## src/hw/asrc_defs.vh

```
// Constants for the asynchronous static memory host controller
`ifndef ASRC_DEFS_VH
`define ASRC_DEFS_VH
// ********************************
// Geometry
// ********************************
`define ASRC_ADDR_W 14
// ********************************
// Timing in ns (speed grade 20)
// ********************************
`define ASRC_CLK_NS 20
`define ASRC_READ_CYCLE_MIN_NS 20
`define ASRC_ADDRESS_ACCESS_DELAY_NS 20
`define ASRC_ADDR_VALID_TO_WRITE_END_NS 16
`define ASRC_SELECT_TO_WRITE_END_NS 18
`define ASRC_STROBE_PULSE_WIDTH_NS 16
`define ASRC_POWER_DOWN_DELAY_NS 20
// ********************************
// Cycle counts: min rounds up, sample rounds up (+2 for input sync)
// ********************************
`define ASRC_CEIL(ns) (((ns) + `ASRC_CLK_NS - 1) / `ASRC_CLK_NS)
`define ASRC_MAX2(a, b) (((a) > (b)) ? (a) : (b))
`define ASRC_WR_LOW_CYC `ASRC_MAX2(1, `ASRC_CEIL(`ASRC_MAX2(`ASRC_SELECT_TO_WRITE_END_NS, `ASRC_MAX2(`ASRC_ADDR_VALID_TO_WRITE_END_NS, `ASRC_STROBE_PULSE_WIDTH_NS))))
`define ASRC_RD_CYC `ASRC_MAX2(1, `ASRC_CEIL(`ASRC_ADDRESS_ACCESS_DELAY_NS))
`define ASRC_SYNC_CYC 2
`define ASRC_CNT_W 8
`endif

```

## src/hw/asrc_sync.v

```verilog
// Two-flop synchroniser for the memory data-out pin
`timescale 1ns/1ns
`default_nettype none
module asrc_sync (
  input  wire clk_i,
  input  wire rst_i,
  input  wire d_i,
  output wire q_o
);
  reg meta_reg;
  reg sync_reg;
  always @(posedge clk_i or posedge rst_i) begin
    if (rst_i) begin
      meta_reg <= 1'b0;
      sync_reg <= 1'b0;
    end else begin
      meta_reg <= d_i;
      sync_reg <= meta_reg;
    end
  end
  assign q_o = sync_reg;
endmodule
`default_nettype wire

```

## src/hw/asrc_host.v

```verilog
// Host controller driving a 16K x 1 asynchronous static memory
//
// Function
// - Address changes only with strobe high
// - Write starts at later falling edge
// - Data-in held after write end
// - Cycle time at least access time
// - Address and strobe held before write end
// - Select held low before write end
// - Address may change once write ends
// - Strobe high around every read cycle
// - Deselect before retention, wait after; RETAIN_I only acts in idle, so an operation under way keeps select low
`timescale 1ns/1ns
`default_nettype none
`include "asrc_defs.vh"
module asrc_host #(
  parameter ADDR_W = `ASRC_ADDR_W
) (
  input  wire              REF_CLK_I,
  input  wire              RST_I,
  input  wire              REQ_I,
  input  wire              WRITE_I,
  input  wire [ADDR_W-1:0] ADDR_I,
  input  wire              WDATA_I,
  input  wire              RETAIN_I,
  output reg               BUSY_O,
  output reg               DONE_O,
  output reg               RDATA_O,
  output reg  [ADDR_W-1:0] MEM_ADDR_O,
  output reg               MEM_SEL_N_O,
  output reg               MEM_STROBE_N_O,
  output reg               MEM_DIN_O,
  input  wire              MEM_DOUT_I
);
  // ********************************
  // States
  // ********************************
  localparam [4:0] ST_IDLE = 5'h01;
  localparam [4:0] ST_SETUP = 5'h02;
  localparam [4:0] ST_WRITE = 5'h04;
  localparam [4:0] ST_READ = 5'h08;
  localparam [4:0] ST_RECOV = 5'h10;
  // ********************************
  // Cycle counts
  // ********************************
  // Counts follow the grade set in the defines header
  localparam [31:0] WR_CYC_FULL    = `ASRC_WR_LOW_CYC;
  localparam [31:0] RD_CYC_FULL    = `ASRC_RD_CYC + `ASRC_SYNC_CYC;
  localparam [31:0] RECOV_CYC_FULL = `ASRC_CEIL(`ASRC_READ_CYCLE_MIN_NS);
  // Cut to the counter width on purpose; every count is small
  localparam [`ASRC_CNT_W-1:0] WR_CYC    = WR_CYC_FULL[`ASRC_CNT_W-1:0];
  localparam [`ASRC_CNT_W-1:0] RD_CYC    = RD_CYC_FULL[`ASRC_CNT_W-1:0];
  localparam [`ASRC_CNT_W-1:0] RECOV_CYC = RECOV_CYC_FULL[`ASRC_CNT_W-1:0];

  reg  [4:0]               state_reg;
  reg  [4:0]               state_next;
  reg  [`ASRC_CNT_W-1:0]   cnt_reg;
  reg  [`ASRC_CNT_W-1:0]   cnt_next;
  reg                      wr_reg;
  reg                      retain_seen_reg;
  wire                     dout_sync;

  // ********************************
  // Counter helpers
  // ********************************
  // Last cycle of any timed phase
  function cnt_last;
    input [`ASRC_CNT_W-1:0] c;
    cnt_last = (c == {{(`ASRC_CNT_W-1){1'b0}}, 1'b1});
  endfunction
  // One step down; never called on zero
  function [`ASRC_CNT_W-1:0] cnt_dec;
    input [`ASRC_CNT_W-1:0] c;
    cnt_dec = c - {{(`ASRC_CNT_W-1){1'b0}}, 1'b1};
  endfunction

  // Pin from the memory is asynchronous to our clock
  // Costs two cycles of read latency, the price of a safe sample
  asrc_sync u_sync (
    .clk_i (REF_CLK_I),
    .rst_i (RST_I),
    .d_i   (MEM_DOUT_I),
    .q_o   (dout_sync)
  );

  // ********************************
  // Next state
  // ********************************
  always @* begin
    state_next = state_reg;
    cnt_next = cnt_reg;
    case (state_reg)
      ST_IDLE: begin
        // Refused requests are dropped, not queued
        // retention holds deselect
        if (REQ_I && !RETAIN_I && !retain_seen_reg) begin
          state_next = ST_SETUP;
        end
      end
      ST_SETUP: begin
        state_next = wr_reg ? ST_WRITE : ST_READ;
        cnt_next = wr_reg ? WR_CYC : RD_CYC;
      end
      ST_WRITE: begin
        if (cnt_last(cnt_reg)) begin
          state_next = ST_IDLE;
        end else begin
          cnt_next = cnt_dec(cnt_reg);
        end
      end
      ST_READ: begin
        if (cnt_last(cnt_reg)) begin
          state_next = ST_IDLE;
        end else begin
          cnt_next = cnt_dec(cnt_reg);
        end
      end
      ST_RECOV: begin
        // one read cycle after supply returns
        if (cnt_last(cnt_reg)) begin
          state_next = ST_IDLE;
        end else begin
          cnt_next = cnt_dec(cnt_reg);
        end
      end
      default: begin
        state_next = ST_IDLE;
      end
    endcase
    // recovery wins over a request in the same cycle
    if (state_reg == ST_IDLE && retain_seen_reg && !RETAIN_I) begin
      state_next = ST_RECOV;
      cnt_next = RECOV_CYC;
    end
  end

  // ********************************
  // Registers and pins
  // ********************************
  always @(posedge REF_CLK_I or posedge RST_I) begin
    if (RST_I) begin
      // Pins park deselected, so the memory idles in standby
      state_reg <= ST_IDLE;
      cnt_reg <= 8'h00;
      wr_reg <= 1'b0;
      retain_seen_reg <= 1'b0;
      BUSY_O <= 1'b0;
      DONE_O <= 1'b0;
      RDATA_O <= 1'b0;
      MEM_ADDR_O <= {ADDR_W{1'b0}};
      MEM_SEL_N_O <= 1'b1;
      MEM_STROBE_N_O <= 1'b1;
      MEM_DIN_O <= 1'b0;
    end else begin
      state_reg <= state_next;
      cnt_reg <= cnt_next;
      DONE_O <= 1'b0;
      if (state_reg == ST_IDLE) begin
        retain_seen_reg <= RETAIN_I;
      end
      // Busy covers recovery too, so callers wait it out
      BUSY_O <= (state_next != ST_IDLE);
      if (state_reg == ST_IDLE && state_next == ST_SETUP) begin
        // Address and data lead select by a whole clock,
        // well past the zero setup and hold the memory needs
        // address moves while deselected
        MEM_ADDR_O <= ADDR_I;
        MEM_DIN_O <= WDATA_I;
        wr_reg <= WRITE_I;
      end
      case (state_next)
        ST_WRITE: begin
          MEM_SEL_N_O <= 1'b0;
          MEM_STROBE_N_O <= 1'b0;
        end
        ST_READ: begin
          MEM_SEL_N_O <= 1'b0;
          MEM_STROBE_N_O <= 1'b1;
        end
        default: begin
          MEM_SEL_N_O <= 1'b1;
          MEM_STROBE_N_O <= 1'b1;
        end
      endcase
      if (state_reg == ST_READ && state_next == ST_IDLE) begin
        // RDATA stands until the next read completes
        // capture synchronised bit
        RDATA_O <= dout_sync;
        DONE_O <= 1'b1;
      end
      if (state_reg == ST_WRITE && state_next == ST_IDLE) begin
        // Strobe goes high on the same edge that raises DONE, so the write is complete
        // idle cycle pads cycle time
        DONE_O <= 1'b1;
      end
    end
  end
endmodule
`default_nettype wire

```

## config.mk

```make
export PLATFORM = sky130hd
export DESIGN_NAME = asrc_host
export DESIGN_NICKNAME = d
export VERILOG_FILES = /design/src/hw/asrc_sync.v /design/src/hw/asrc_host.v
export VERILOG_INCLUDE_DIRS = /design/src /design/src/hw
export SDC_FILE = /design/constraint.sdc
export NUM_CORES = 1
export LEC_CHECK = 0
export BUFFER_PORTS_ARGS = -buffer_cell sky130_fd_sc_hd__buf_2
export CORE_MARGIN = 2
export CORE_UTILIZATION = 48
export DETAILED_ROUTE_END_ITERATION = 8
export PLACE_DENSITY = 0.74
export SLEW_MARGIN = 20
export SYNTH_ARGS = -nofsm -noshare
export SYNTH_HDL_FRONTEND = slang
export SYNTH_SLANG_ARGS = --single-unit
```

## constraint.sdc

```tcl
create_clock -name REF_CLK_I -period 1.9 [get_ports REF_CLK_I]
set_clock_uncertainty 0.15 [all_clocks]
set_input_delay 0.095 -clock REF_CLK_I [delete_from_list [all_inputs] [get_ports REF_CLK_I]]
set_output_delay 0.095 -clock REF_CLK_I [all_outputs]
set_load 0.005 [all_outputs]
```

Yosys cells after proc, flatten, opt, wreduce, memory -nomap -nowiden
Index checks and enable logic that the tools add are counted.

storage, ports and cells
  word-level logic and storage cells = 52
  bits in registers = 37
  output and inout port bits = 20
  input bits = 21

operators by class
  add/sub/neg operators = 1
  equality and inequality tests = 12
  reduce and logical (&&, ||, !) cells = 13
  mux-type cells = 13

operators with widths
  cell                                              number
  two-way mux 8 bit                                 2
  one-hot mux 8 bit (2 select lines)                1
  two-way mux 5 bit                                 3
  one-hot mux 5 bit (3 select lines)                1
  == test 5 x 1 -> 1 bit, second input constant     2
  == test 5 x 2 -> 1 bit, second input constant     2
  == test 5 x 3 -> 1 bit, second input constant     2
  == test 5 x 4 -> 1 bit, second input constant     2
  == test 8 x 1 -> 1 bit, second input constant     1
  subtractor 8 x 1 -> 8 bit, second input constant  1
  logical AND 1 bit                                 7
  == test 5 bit, second input constant              1
  != test 5 x 1 -> 1 bit, second input constant     1
  two-way mux 1 bit                                 4
  two-way mux 4 bit                                 1
  != test 3 x 2 -> 1 bit, second input constant     1
  nonzero test 3 bit                                1
  OR reduction 3 bit                                1
  zero test 1 bit                                   2
  two-way mux 2 bit                                 1
  AND reduction 2 bit                               1
  OR reduction 2 bit                                1

Logic depth before layout (Yosys ltp)
Gate-level depths: netlist (run 1).

  depth after elaboration = 10
  depth in mapped cells = 7
  mapped depth without buffers = 6

Cells and area by module
A second synthesis (run 1) with hierarchy kept.

second synthesis, totals
  cell total of the unflattened synthesis = 145
  area, all modules = 1737.9 um2

by module, submodules not included
  module     sequential area each (um2)  cells an instance  area an instance (um2)  instances
  asrc_host  879.6                       142                1684.1                  1
  asrc_sync  50.0                        3                  53.8                    1

Worst setup path after synthesis (run 1)
No wires, ideal clock.

  kind = flip-flop to flip-flop
  start = reg cnt_reg[1]
  end = reg cnt_reg[6]
  library setup time = 0.091 ns
  arrival time = 1.569 ns
  buffers on the path = 0
  period minus slack after synthesis = 1.810 ns
  required time = 1.659 ns
  stages on the path, launching flop included = 7
  path slack = 0.090 ns
  cell sequence = dfrtp_1 inv_1 ha_1 nor3b_1 nand2_1 a211o_1 o221ai_1

between the ends
  longest elaborated chain between the ends = 4
  elaborated cells on any way between the ends = 7
  classes of those cells = 1 x add/sub; 2 x eq/ne; 3 x mux; 1 x reduce/logical

RTL lines
  what                                line                                               source
  start, declared                     asrc_host.v:57                                     reg [`ASRC_CNT_W-1:0] cnt_reg;
  start signal, assigned              asrc_host.v:156                                    cnt_reg <= cnt_next;
  subtractor 8 x 1 -> 8 bit           asrc_host.v:74                                     cnt_dec = c - {{(`ASRC_CNT_W-1){1'b0}}, 1'b1};
  two-way mux 8 bit                   asrc_host.v:105, asrc_host.v:112, asrc_host.v:120
  one-hot mux 8 bit (2 select lines)  asrc_host.v:92                                     case (state_reg)
  two-way mux 8 bit                   asrc_host.v:131                                    if (state_reg == ST_IDLE && retain_seen_reg && !RETAIN_I) begin

Parallel ways exist; a longest one is shown, timed or not. The select of a mux whose other input is x is not followed.
A chain may end at the register's enable or synchronous reset.

Worst setup path after layout (run 1)
  start = reg state_reg[4]
  end = reg cnt_reg[6]

between the ends
  longest elaborated chain between the ends = 5
  elaborated cells on any way between the ends = 13
  classes of those cells = 6 x eq/ne; 2 x mux; 5 x reduce/logical

RTL lines
  what                                                                           line             source
  start, declared                                                                asrc_host.v:55   reg [4:0] state_reg;
  start signal, assigned                                                         asrc_host.v:155  state_reg <= state_next;
  == test 5 x 1 -> 1 bit                                                         asrc_host.v:131
  logical AND 1 bit (2 in series)                                                asrc_host.v:131
  != test 3 x 2 -> 1 bit (no source line) or nonzero test 3 bit (tied branches)  -
  AND reduction 2 bit (no source line)                                           -

Parallel ways exist; a longest one is shown, timed or not.

==> impl_metrics.py, run 1 <==
metrics = {
    "final_layout": {
        "fillers": 278,
        "num_antenna_cells": 0,
        "fin_area_um2": 2440,
        "final_cell_mix": "buf_2 (40), dfrtp_1 (33), dlygate4sd3_1 (19), buf_4 (19), mux2_4 (9)",
        "largest_reg_flops": 14,
        "seq_area_um2": 931,
        "nNetsFinal": 244,
        "layout_commonest_cell": "buf_2",
        "syn_to_final_growth_pct": 35.2,
        "finish.utilization": 0.673,
        "stdcell_count": 270,
        "drive_gt1_frac": 0.441,
        "multi_input_area_um2": 811,
    },
    "placement": {
        "placed_area_um2": 2130,
        "dp_slack_ns": -0.0177,
        "port_buffers": 40,
        "gp_congestion": 0.833,
        "dp_hpwl_um": 2640,
        "placed_cells": 241,
    },
    "timing": {
        "hold_ws_ns": 0.0151,
        "setup_violations": 0,
        "slew_headroom": 0.703,
        "finalCritPeriodShare": 0.946,
        "finalHoldViolCount": 0,
        "rsz0062_at_grt": "false",
        "finalWorstSetupSlack_ns": 0.103,
        "clock.fmax_ghz": 0.556,
        "slew_violations": 0,
        "period_needed_ns": 1.80,
        "tightest_slew_ns": 0.446,
        "fin_tns_setup_ns": 0,
    },
    "global_routing": {
        "antenna_found_initial": 0,
        "grt_pass1_vias": 1503,
        "grt_max_degree": 38,
        "grt-ovfl-total": 0,
        "grt_use_total": 0.212,
        "grt_first_pass_wirelength_um": 6800,
    },
    "synth": {
        "avgSynthCellArea_um2": 12.6,
        "yosys.cell_types.count": 53,
        "ys_ff_latch": 37,
        "syn_inst": 144,
        "async_reset_ff_frac": 1.00,
        "synth_flop_cell": "dfrtp_1",
        "syn_area_um2": 1810,
        "ys_seq_area_frac": 0.514,
        "ys_warn_count": 0,
        "synth_nets": 167,
        "synth_edf_count": 0,
    },
    "drt": {
        "final_antenna_net_count": 0,
        "vias": 1391,
        "highest_layer": "met4",
        "wl_per_cell_um": 14.6,
        "drt_wl_total_um": 3940,
        "drc": 0,
        "wl_met1_um": 1650,
        "first_pass_iters": 4,
        "vias_per_cell": 5.15,
        "drt-initial-drc-count": 72,
        "met2WireLength_um": 2030,
        "routed-wl-met3_um": 226,
    },
    "setup_path": {
        "critical_path_peak_fanout": 7,
        "critPathKind": "reg -> reg",
        "arrival_ns": 1.85,
        "worst-endpoint-required_ns": 1.95,
        "cp-end-kind": "register",
        "start_kind": "register",
    },
    "pwr": {
        "p_clk_frac": 0.155,
        "power_density_nw_per_um2": 1400,
        "p_total_mw": 3.42,
        "power.leakage_nw": 1.22,
        "comb_power_share": 0.462,
        "p_seq_frac": 0.383,
        "switching_share": 0.339,
        "p_int_mw": 2.26,
        "vdd_drop_max_uv": 1010,
        "p_switching_mw": 1.16,
    },
    "clock_network": {
        "cts_buffers": 5,
        "clkTransAtPathRegs_ns": 0.07,
        "clk_path_buf_depth": 2,
        "htreeDepth": 2,
        "cts-root-buf": "clkbuf_8",
        "clk_latency_ns": 0.29,
        "cts.sinks": 37,
        "cts_tree": "built",
    },
    "run": {
        "maxCapViolCount": 0,
    },
    "die": {
        "core_um2": 3630,
        "io_pins": 41,
        "dieHeight_um": 65.4,
        "rows": 22,
        "chipWidth_um": 65.4,
        "initial_core_util": 0.498,
        "dieArea_um2": 4270,
    },
    "outcome": {
        "status": "complete, no violations",
    },
    "min_path": {
        "hold_class": "in -> reg",
    },
}
-- cells by family after synthesis --
logic type | synth area share
AO/OA/AOI/OAI | 0.140
XOR/XNOR | 0.00900
adder cells (fa/ha/maj) | 0.0138
buffers and inverters | 0.0533
flip-flops | 0.514
multiplexers | 0.130
AND/OR/NAND/NOR | 0.140
-- synthesized netlist by cell type, types with 2 or more instances --
master     n  area (um2)
dfrtp_1   34         851
mux2_4     9         135
mux2_2     8        90.1
nand2_1    8        30.0
inv_1      7        26.3
o21ai_0    5        25.0
a31oi_1    4        25.0
buf_2      4        20.0
nor2_1     4        15.0
nor3_1     4        20.0
a22o_1     3        26.3
dfstp_2    3        78.8
o31ai_1    3        22.5
a21oi_1    2        10.0
and2_1     2        12.5
buf_6      2        22.5
ha_1       2        25.0
nor3b_1    2        15.0
nor4_1     2        12.5
o211ai_1   2        15.0
or2_2      2        12.5
-- routing by layer --
layer	up-vias	track usage
li1	682	-
met1	667	0.257
met2	37	0.364
met3	5	0.0668
met4	0	0.0625
met5	-	0
-- final timing paths --
path	from	to	slack, ns	cells past startpoint
worst max-delay path	state_reg[4]$_DFF_PP0_	cnt_reg[6]$_DFFE_PP0P_	0.10	4
worst min-delay path	REQ_I	BUSY_O$_DFF_PP0_	0.02	3
worst max register to register	state_reg[4]$_DFF_PP0_	cnt_reg[6]$_DFFE_PP0P_	0.10	4
worst min register to register	u_sync.meta_reg$_DFF_PP0_	u_sync.q_o$_DFF_PP0_	0.22	0
max in group asynchronous	RST_I	MEM_STROBE_N_O$_DFF_PP1_	0.96	4
min in group asynchronous	RST_I	MEM_ADDR_O[8]$_DFFE_PP0P_	0.30	4
-- power by group through the flow --
stage	Combinational, mW	Clock [mW]	Sequential (mW)
final	1.58	0.531	1.31
after global routing	1.74	0.575	1.35
after CTS	1.53	0.540	1.29
after detailed placement	1.42	0	1.29
after global placement	1.41	0	1.28
after floorplan	0.910	0	1.25
-- worst max-delay path: stages, from the launching register on --
cell and delay (ns):
dfrtp_2 0.48, xor2_2 0.22, o211a_1 0.31, a211o_1 0.35, o221ai_1 0.21
-- what timing repair did --
item,4_1_cts,5_1_grt
pin swaps,0,1
endpoints found under the setup margin,5,16
endpoints found under the hold margin,54,0
gates cloned,0,0
hold buffers,19,0
buffers inserted,2,0
resized for setup,0,7
-- final cells by class --
| class | count | share of cell area |
|---|---|---|
| clock inverters | 1 | 0.00307 |
| well taps | 48 | 0.0246 |
| multi-input cells | 92 | 0.332 |
| repair buffers | 78 | 0.218 |
| inverters | 7 | 0.0107 |
| clock buffers | 7 | 0.0312 |
| flip-flops and latches | 37 | 0.381 |
Power figures use the tool's default switching activity.
==> inputs of run 2 (changes only) <==
--- a/config.mk
+++ b/config.mk
@@ -7,10 +7,11 @@
 export NUM_CORES = 1
 export LEC_CHECK = 0
 export BUFFER_PORTS_ARGS = -buffer_cell sky130_fd_sc_hd__buf_2
+export CORE_ASPECT_RATIO = 0.8
 export CORE_MARGIN = 2
-export CORE_UTILIZATION = 48
+export CORE_UTILIZATION = 45
 export DETAILED_ROUTE_END_ITERATION = 8
-export PLACE_DENSITY = 0.74
+export PLACE_DENSITY = 0.7
 export SLEW_MARGIN = 20
 export SYNTH_ARGS = -nofsm -noshare
 export SYNTH_HDL_FRONTEND = slang
==> run 2 against run 1 <==
  * Utilization down 3.4 points
  * First-iteration DRC count rose by 11%
  * Global-route usage is 2.5 points lower
  * Wire length is 3.6% higher
  * Critical path depth stayed put
  * Register-to-register slack worse by 0.04 ns
  * Die area is 6.3% higher
  * Worst setup slack worse by 0.038 ns
  * Fmax down 2.1%
  * Critical path type unchanged
  * Largest power group unchanged
  * Highest routed layer unchanged
==> impl_metrics.py, run 2 (synthesis gave the netlist of run 1 again) <==
metrics = {
    "final_layout": {
        "nNetsFinal": 238,
        "drive_gt1_frac": 0.454,
        "layout_commonest_cell": "buf_2",
        "final_cell_mix": "buf_2 (40), dfrtp_1 (32), dlygate4sd3_1 (19), buf_4 (12), mux2_4 (9)",
        "fillers": 308,
        "syn_to_final_growth_pct": 35.2,
        "fin_area_um2": 2440,
        "largest_reg_flops": 14,
        "num_antenna_cells": 0,
    },
    "clock_network": {
        "cts.sinks": 37,
        "cts_tree": "built",
        "cts-root-buf": "clkbuf_8",
        "clkTransAtPathRegs_ns": 0.07,
        "htreeDepth": 2,
        "clk_latency_ns": 0.28,
        "cts_buffers": 5,
        "clk_path_buf_depth": 2,
    },
    "placement": {
        "dp_slack_ns": -0.0192,
        "port_buffers": 40,
        "gp_congestion": 0.849,
        "placed_area_um2": 2080,
        "dp_hpwl_um": 2670,
    },
    "timing": {
        "slew_headroom": 0.691,
        "hold_ws_ns": 0.0444,
        "finalWorstSetupSlack_ns": 0.0646,
        "setup_violations": 0,
        "period_needed_ns": 1.84,
        "rsz0062_at_grt": "false",
        "tightest_slew_ns": 0.463,
        "finalCritPeriodShare": 0.966,
        "finalHoldViolCount": 0,
        "clock.fmax_ghz": 0.545,
        "slew_violations": 0,
    },
    "pwr": {
        "power_density_nw_per_um2": 1360,
        "vdd_drop_max_uv": 775,
        "switching_share": 0.346,
        "power.leakage_nw": 1.19,
        "p_switching_mw": 1.15,
        "p_seq_frac": 0.396,
        "p_total_mw": 3.34,
        "comb_power_share": 0.437,
        "p_int_mw": 2.18,
        "p_clk_frac": 0.166,
    },
    "drt": {
        "drt-initial-drc-count": 80,
        "drc": 0,
        "vias": 1429,
        "wl_per_cell_um": 15.0,
        "vias_per_cell": 5.27,
        "final_antenna_net_count": 0,
        "first_pass_iters": 5,
        "drt_wl_total_um": 4080,
    },
    "setup_path": {
        "arrival_ns": 1.85,
        "start_kind": "register",
        "critical_path_peak_fanout": 8,
        "cp-end-kind": "register",
        "worst-endpoint-required_ns": 1.92,
        "critPathKind": "reg -> reg",
    },
    "global_routing": {
        "antenna_found_initial": 0,
        "grt_first_pass_wirelength_um": 6190,
        "grt_use_total": 0.188,
        "grt_max_degree": 38,
        "grt_pass1_vias": 1324,
        "grt-ovfl-total": 0,
    },
    "die": {
        "initial_core_util": 0.472,
        "io_pins": 41,
        "rows": 20,
        "dieArea_um2": 4540,
        "core_um2": 3830,
        "dieHeight_um": 60.7,
        "chipWidth_um": 74.9,
    },
    "run": {
        "maxCapViolCount": 0,
    },
    "outcome": {
        "status": "complete, no violations",
    },
    "min_path": {
        "hold_class": "in -> reg",
    },
}
run 2: area by class of cell:
type / instances / area (um2) / share of cell area
Tap cell: 55 / 68.8 / 0.0281
Sequential cell: 37 / 932 / 0.381
Inverter: 7 / 26.3 / 0.0107
Clock buffer: 8 / 90.1 / 0.0368
Multi-Input combinational cell: 93 / 847 / 0.346
Timing Repair Buffer: 71 / 480 / 0.197
run 2: final timing paths:
check / from / end / slack [ns] / cells after the start
max: state_reg[3]$_DFF_PP0_ / MEM_ADDR_O[1]$_DFFE_PP0P_ / 0.06 / 4
min: REQ_I / BUSY_O$_DFF_PP0_ / 0.04 / 3
max reg2reg: state_reg[3]$_DFF_PP0_ / MEM_ADDR_O[1]$_DFFE_PP0P_ / 0.06 / 4
min reg2reg: u_sync.meta_reg$_DFF_PP0_ / u_sync.q_o$_DFF_PP0_ / 0.21 / 0
max in group asynchronous: RST_I / MEM_STROBE_N_O$_DFF_PP1_ / 0.93 / 4
min in group asynchronous: RST_I / MEM_DIN_O$_DFFE_PP0P_ / 0.31 / 4
run 2: layer usage:
| metal | track usage | vias up | wire (um) |
|---|---|---|---|
| li1 | - | 673 | - |
| met1 | 0.247 | 705 | 1810 |
| met5 | 0 | - | 0 |
| met3 | 0.0515 | 6 | 216 |
| met4 | 0.0612 | 0 | 38 |
| met2 | 0.303 | 45 | 2010 |
run 2: power groups by stage:
stage | clock, mW | sequential (mW) | combinational (mW)
2_1_floorplan | 0 | 1.25 | 0.910
3_5_place_dp | 0 | 1.31 | 1.31
5_1_grt | 0.603 | 1.36 | 1.59
4_1_cts | 0.565 | 1.31 | 1.36
6_report | 0.554 | 1.32 | 1.46
3_3_place_gp | 0 | 1.29 | 1.27
run 2: worst max-delay path: stages, from the launching register on:
cell      delay [ns]
dfrtp_1         0.48
nor3_4          0.32
nand3b_4        0.15
nand2b_2        0.31
mux2_2          0.32
run 2: stage by stage:
step,utilization,instances,setup TNS [ns]
floorplan,-,144,0
global placement,0.544,241,0
detailed placement,0.544,241,-0.0318
CTS,0.622,270,0
global route,0.639,271,0
finish,0.639,271,0
run 2: what timing repair did:
action	in CTS	in global routing
pin swaps	2	1
endpoints found under the setup margin	3	23
resized for setup	1	15
gates cloned	0	1
hold endpoints to repair	54	0
setup buffers	2	0
hold buffers	19	0
